==> src/pkg/arc_pkg.sv <==
package arc_pkg;
    // conversion command kinds presented by the command decoder
    typedef enum logic [3:0] {
        ARC_CMD_CELL = 4'h0,
        ARC_CMD_OWC = 4'h1,
        ARC_CMD_CST = 4'h2,
        ARC_CMD_AUXD = 4'h3,
        ARC_CMD_OWA = 4'h4,
        ARC_CMD_AST = 4'h5,
        ARC_CMD_STATD = 4'h6,
        ARC_CMD_SST = 4'h7,
        ARC_CMD_CAX = 4'h8,
        ARC_CMD_CSC = 4'h9,
        ARC_CMD_AUX = 4'hA,
        ARC_CMD_STAT = 4'hB
    } arc_cmd_t;

    // command request bundle
    typedef struct packed {
        arc_cmd_t kind;
        logic all_cells;
        logic multi_cal;
    } arc_req_t;

    // one stored result with its destination
    typedef struct packed {
        logic [2:0] slot;
        logic second_path;
        logic [15:0] value;
    } arc_res_t;

    localparam logic [15:0] ARC_FAULT_BASE = 16'hFF00;
    localparam logic [15:0] ARC_MAX_VALID = 16'hDFFF;
    localparam logic [3:0] ARC_FORCE_FLAGS = 4'hF;
    localparam int ARC_NIBBLES = 4;
    localparam int ARC_CELLS = 6;
    localparam int ARC_CLK_MHZ = 20;
    // fastest-mode timing in microseconds
    localparam int ARC_ALL_SLOT_US = 571;
    localparam int ARC_ALL_DONE_US = 913;
    localparam int ARC_ALL_DONE_MCAL_US = 2194;
    localparam int ARC_ONE_SLOT_US = 104;
    localparam int ARC_ONE_DONE_US = 265;
    localparam int ARC_ONE_DONE_MCAL_US = 381;
    localparam int ARC_ALL_SLOTS = 12;
    localparam int ARC_ONE_SLOTS = 2;
    // cycle counts derived from the clock rate
    localparam int ARC_ALL_SLOT_CYC = ARC_ALL_SLOT_US * ARC_CLK_MHZ;
    localparam int ARC_ALL_DONE_CYC = ARC_ALL_DONE_US * ARC_CLK_MHZ;
    localparam int ARC_ALL_DONE_MCAL_CYC = ARC_ALL_DONE_MCAL_US * ARC_CLK_MHZ;
    localparam int ARC_ONE_SLOT_CYC = ARC_ONE_SLOT_US * ARC_CLK_MHZ;
    localparam int ARC_ONE_DONE_CYC = ARC_ONE_DONE_US * ARC_CLK_MHZ;
    localparam int ARC_ONE_DONE_MCAL_CYC = ARC_ONE_DONE_MCAL_US * ARC_CLK_MHZ;
endpackage

==> src/logic/arc_compare.sv <==
`timescale 1ns/1ps
// combinational compare of the two decimator words into a stored value
module arc_compare (
    input wire logic [15:0] primary_word,
    input wire logic [15:0] redundant_word,
    input wire logic check_en,
    input wire logic force_fail,
    output logic [15:0] stored_word
);
    logic [3:0] nib_flag; // per-nibble mismatch flags

    // one comparator per nibble
    genvar gi;
    generate
        for (gi = 0; gi < arc_pkg::ARC_NIBBLES; gi++)
        begin : g_nib
            assign nib_flag[gi] =
                |(primary_word[gi*4 +: 4] ^ redundant_word[gi*4 +: 4]);
        end
    endgenerate

    // pick plain value or fault word
    always_comb
    begin
        stored_word = primary_word;
        if (check_en && force_fail)
        begin
            // forced failure flags every nibble, never all zero
            stored_word = arc_pkg::ARC_FAULT_BASE |
                {12'h000, arc_pkg::ARC_FORCE_FLAGS};
        end
        else if (check_en && (nib_flag != 4'h0))
        begin
            // only reached with a nonzero flag set
            stored_word = arc_pkg::ARC_FAULT_BASE | {12'h000, nib_flag};
        end
        else if (primary_word > arc_pkg::ARC_MAX_VALID)
        begin
            // clamp keeps genuine data out of fault space
            stored_word = arc_pkg::ARC_MAX_VALID;
        end
    end
endmodule

==> config.mk <==
export PLATFORM = sky130hd
export DESIGN_NAME = arc_compare
export DESIGN_NICKNAME = d
export VERILOG_FILES = /design/src/pkg/arc_pkg.sv /design/src/logic/arc_compare.sv
export SDC_FILE = /design/constraint.sdc
export NUM_CORES = 1
export LEC_CHECK = 0
export BUFFER_PORTS_ARGS = -buffer_cell sky130_fd_sc_hd__buf_2
export CAP_MARGIN = 20
export CORE_MARGIN = 1
export CORE_UTILIZATION = 38
export DETAILED_ROUTE_END_ITERATION = 7
export GPL_TIMING_DRIVEN = 0
export PLACE_DENSITY_LB_ADDON = 0.3
export SYNTH_ARGS = -nofsm -noshare
export SYNTH_HDL_FRONTEND = slang
export SYNTH_SLANG_ARGS = --single-unit
==> constraint.sdc <==
create_clock -name vclk -period 2
set_clock_uncertainty 0.15 [all_clocks]
set_input_delay 0.3 -clock vclk [all_inputs]
set_output_delay 0.3 -clock vclk [all_outputs]
set_load 0.05 [all_outputs]
[Yosys cells after proc, flatten, opt, wreduce, memory -nomap -nowiden]
Cells that the tools add are included.
Cells by class
  multiplexer cells: 3
  reductions and logical operators: 7
  order comparisons: 1
  bitwise logic cells: 4
Operator list (number)
  $mux 16: 3
  $gt 16x16->1 const B: 1
  $reduce_or 4->1: 4
  $xor 4x4->4: 4
  $reduce_bool 4->1: 1
  $logic_and 1x1->1: 2
Word-level totals
  register bits: 0
  output and inout port bits: 16
  logic and storage cells: 15

[Longest topological paths before layout]
  depth in word-level cells: 6
  depth in mapped cells: 5
  gate-level depth less buffers: 4

[Worst setup path before layout]
OpenSTA, ideal clock, no wires.
  kind: in2out
  start: in redundant_word[13]
  end: out stored_word[1]
  stages on the path: 4
  path slack: -271 ps
  buffers on the path: 0
  arrival time: 1821 ps
  path through: xor2_1 > nor4_4 > a41oi_1 > o22ai_1
On the way
  longest elaborated chain between the ends: 6
RTL lines
  start, declared: RTL line arc_compare.sv:5  | input wire logic [15:0] redundant_word,
  $xor 4x4->4: RTL line arc_compare.sv:18  | |(primary_word[gi*4 +: 4] ^ redundant_word[gi*4 +: 4]);
  $reduce_or 4->1: RTL line arc_compare.sv:18
  $reduce_bool 4->1: RTL line arc_compare.sv:32  | else if (check_en && (nib_flag != 4'h0))
  $logic_and 1x1->1: RTL line arc_compare.sv:32
  $mux 16: RTL line arc_compare.sv:32
  $mux 16: RTL line arc_compare.sv:26  | if (check_en && force_fail)
  end, declared: RTL line arc_compare.sv:8  | output logic [15:0] stored_word
No other way between the ends.

[Worst setup path after layout]
  start: in redundant_word[1]
  end: out stored_word[13]
Same word-level chain as after synthesis.

==> impl_metrics.yaml <==
drt:
  drt_iter0_markers: 31
  drtAntennaViolNets: 0
  drc: 0
  drt-wirelength-per-cell_um: 19.9
  vias: 885
  routed_wl_mm: 2.87
  firstDrtPassIters: 4
  vias_per_cell: 6.15
grt:
  grt-busiest-layer: "met2"
  use_met1_pct: 35.6
  grt_use_total_pct: 33.1
  grtUsageMet2_pct: 63.1
  grt_overflow: 0
  antenna_found_initial: 0
  grt_pass1_vias: 779
  grt_max_degree: 11
  grt_use_met3_pct: 5.23
  grt_pass1_wl_mm: 3.50
pwr:
  power_leakage_nw: 0.479
  irDropWorstVdd_uv: 224
  powerDensity_nw_per_um2: 303
logic_synthesis:
  netlist.area_leader.share_pct: 20.8
  synth_area_leaders: "xor2_1, nor4_4, nor3_1"
  synth_compound_gate_area_share_pct: 24.6
  yosysUniqueCellTypes: 21
  ys_seq_area_share_pct: 0
  syn_inst: 74
  synth_top_family_by_area: "simple AND/OR/NAND/NOR gates"
  synth-simple-area-share_pct: 40.7
  synth_area_per_cell_um2: 6.81
  synthAdderAreaFrac_pct: 0
  ys_top_cells_by_count: "nor2_1, xor2_1, nor3_1, a21oi_1, o21ai_0"
  syn_nets: 108
  synthXorXnorAreaFrac_pct: 27.8
  yosysWarnings: 0
  muxShareOfSynthArea_pct: 0
  yosysTopAreaCell: "xor2_1"
  syn-cell-area_um2: 504
worst_setup_path:
  path_max_fanout: 8
  start_kind: "input pin"
  max_stage_delay_ns: 0.36
  required_ns: 1.55
  worstPathCellList: "buf_2 > xnor2_1 > and4_1 > and4_1 > buf_6 > o221ai_4 > buf_6"
  end_kind: "output pin"
  criticalPathCategory: "in -> out"
  cp_slowest_cell: "and4_1"
  arrival_ns: 1.72
die:
  ios: 50
  coreArea_um2: 1170
  initial_core_util_pct: 43.1
  die_w_um: 38.4
  rows: 12
  design.die.area_um2: 1480
  fp.dieH_um: 38.4
sta:
  final_hold_viol_count: 0
  fmax_mhz: 460
  setup_ws_ns: -0.175
  fin_tns_setup_ns: -1.43
  worst_pin_slew_ns: 0.447
  finalCritPeriodShare_pct: 109
  setup_violations: 16
  slew_headroom_pct: 70.2
  min_period_ns: 2.17
  rsz0062_at_grt: "true"
  slew_viol_final: 0
final_layout:
  diodes: 0
  final_util_pct: 93.5
  syn2layout_area_growth_pct: 117
  nFillCells: 42
  nClkBuffers: 0
  drive_gt1_share_pct: 64.6
  fin_cells: 144
  nets: 166
  nFlopsAndLatches: 0
  seq_area_um2: 0
placement:
  dp_cells: 137
  portBuffers: 49
  gp_congestion: 0.823
  hpwl_mm: 1.25
worst_hold_path:
  hp-class: "in -> out"
clocking:
  hold_buffers: 0
job:
  cap_violations: 0
status:
  status: "finished, violations left"
  violations: "negative setup slack"
## through the flow
step                      hold WS, ns  total power, mW  area, um^2  setup slack, ns
final                           0.876            0.332        1090           -0.175
after global routing            0.889            0.346        1090           -0.213
after CTS                       0.876            0.291         995           -0.109
after detailed placement        0.919            0.245         812           -0.245
after global placement          0.917            0.240         812           -0.210
after floorplan                 0.671            0.172         549           -0.271
## where the power goes
group,switching [mW],internal [mW],total (mW)
clock network,0,0,0
logic,0.202,0.130,0.332
registers,0,0,0
total,0.202,0.130,0.332
## worst max-delay path, delay by kind of cell
family / cells / cell delay, ns
AOI/OAI and AO/OA: 1 / 0.12
xor gates and xnor gates: 1 / 0.26
buffers and inverters: 3 / 0.45
and+or+nand+nor: 2 / 0.60
## cells by family (layout without fill, tap and decap cells)
| family | Yosys count | after routing |
|---|---|---|
| buf+inv | 7 | 63 |
| simple gates | 32 | 32 |
| xor+xnor | 16 | 16 |
| compound gates | 19 | 19 |
## worst paths after layout
kind / from / to / slack, ns / cells past startpoint
max: redundant_word[1] / stored_word[13] / -0.17 / 7
min: primary_word[8] / stored_word[8] / 0.88 / 4
## routing by layer
| metal | up-vias | routed length (um) |
|---|---|---|
| li1 | 380 | - |
| met1 | 430 | 1060 |
| met2 | 67 | 1530 |
| met3 | 8 | 211 |
| met4 | 0 | 68 |
| met5 | - | 0 |
## layout make-up
class / instances / area (um^2) / share of cell area (%)
Tap cell: 14 / 17.5 / 1.60
Inverter: 2 / 7.51 / 0.686
Buffer: 5 / 32.5 / 2.97
Timing Repair Buffer: 56 / 439 / 40.1
Multi-Input combinational cell: 67 / 598 / 54.6
## layout by cell type, fill, tap and decap left out, drive strengths merged
cell and instances:
inv 2, a41oi 2, o21ai 6, nand2b 2, and3 1, nand4 1
nor3 10, xor2 12, nand2 1, nor2 12, clkbuf 2, o22ai 3
and4 2, buf 59, o221ai 1, xnor2 4, nor4 3, a21oi 7
## timing repair
item / CTS / global route
pin swaps: 13 / 5
endpoints found under the setup margin: 16 / 16
buffers inserted: 6 / 1
endpoints found under the hold margin: 0 / 0
gates resized for setup: 37 / 22
Power figures use the tool's default switching activity.
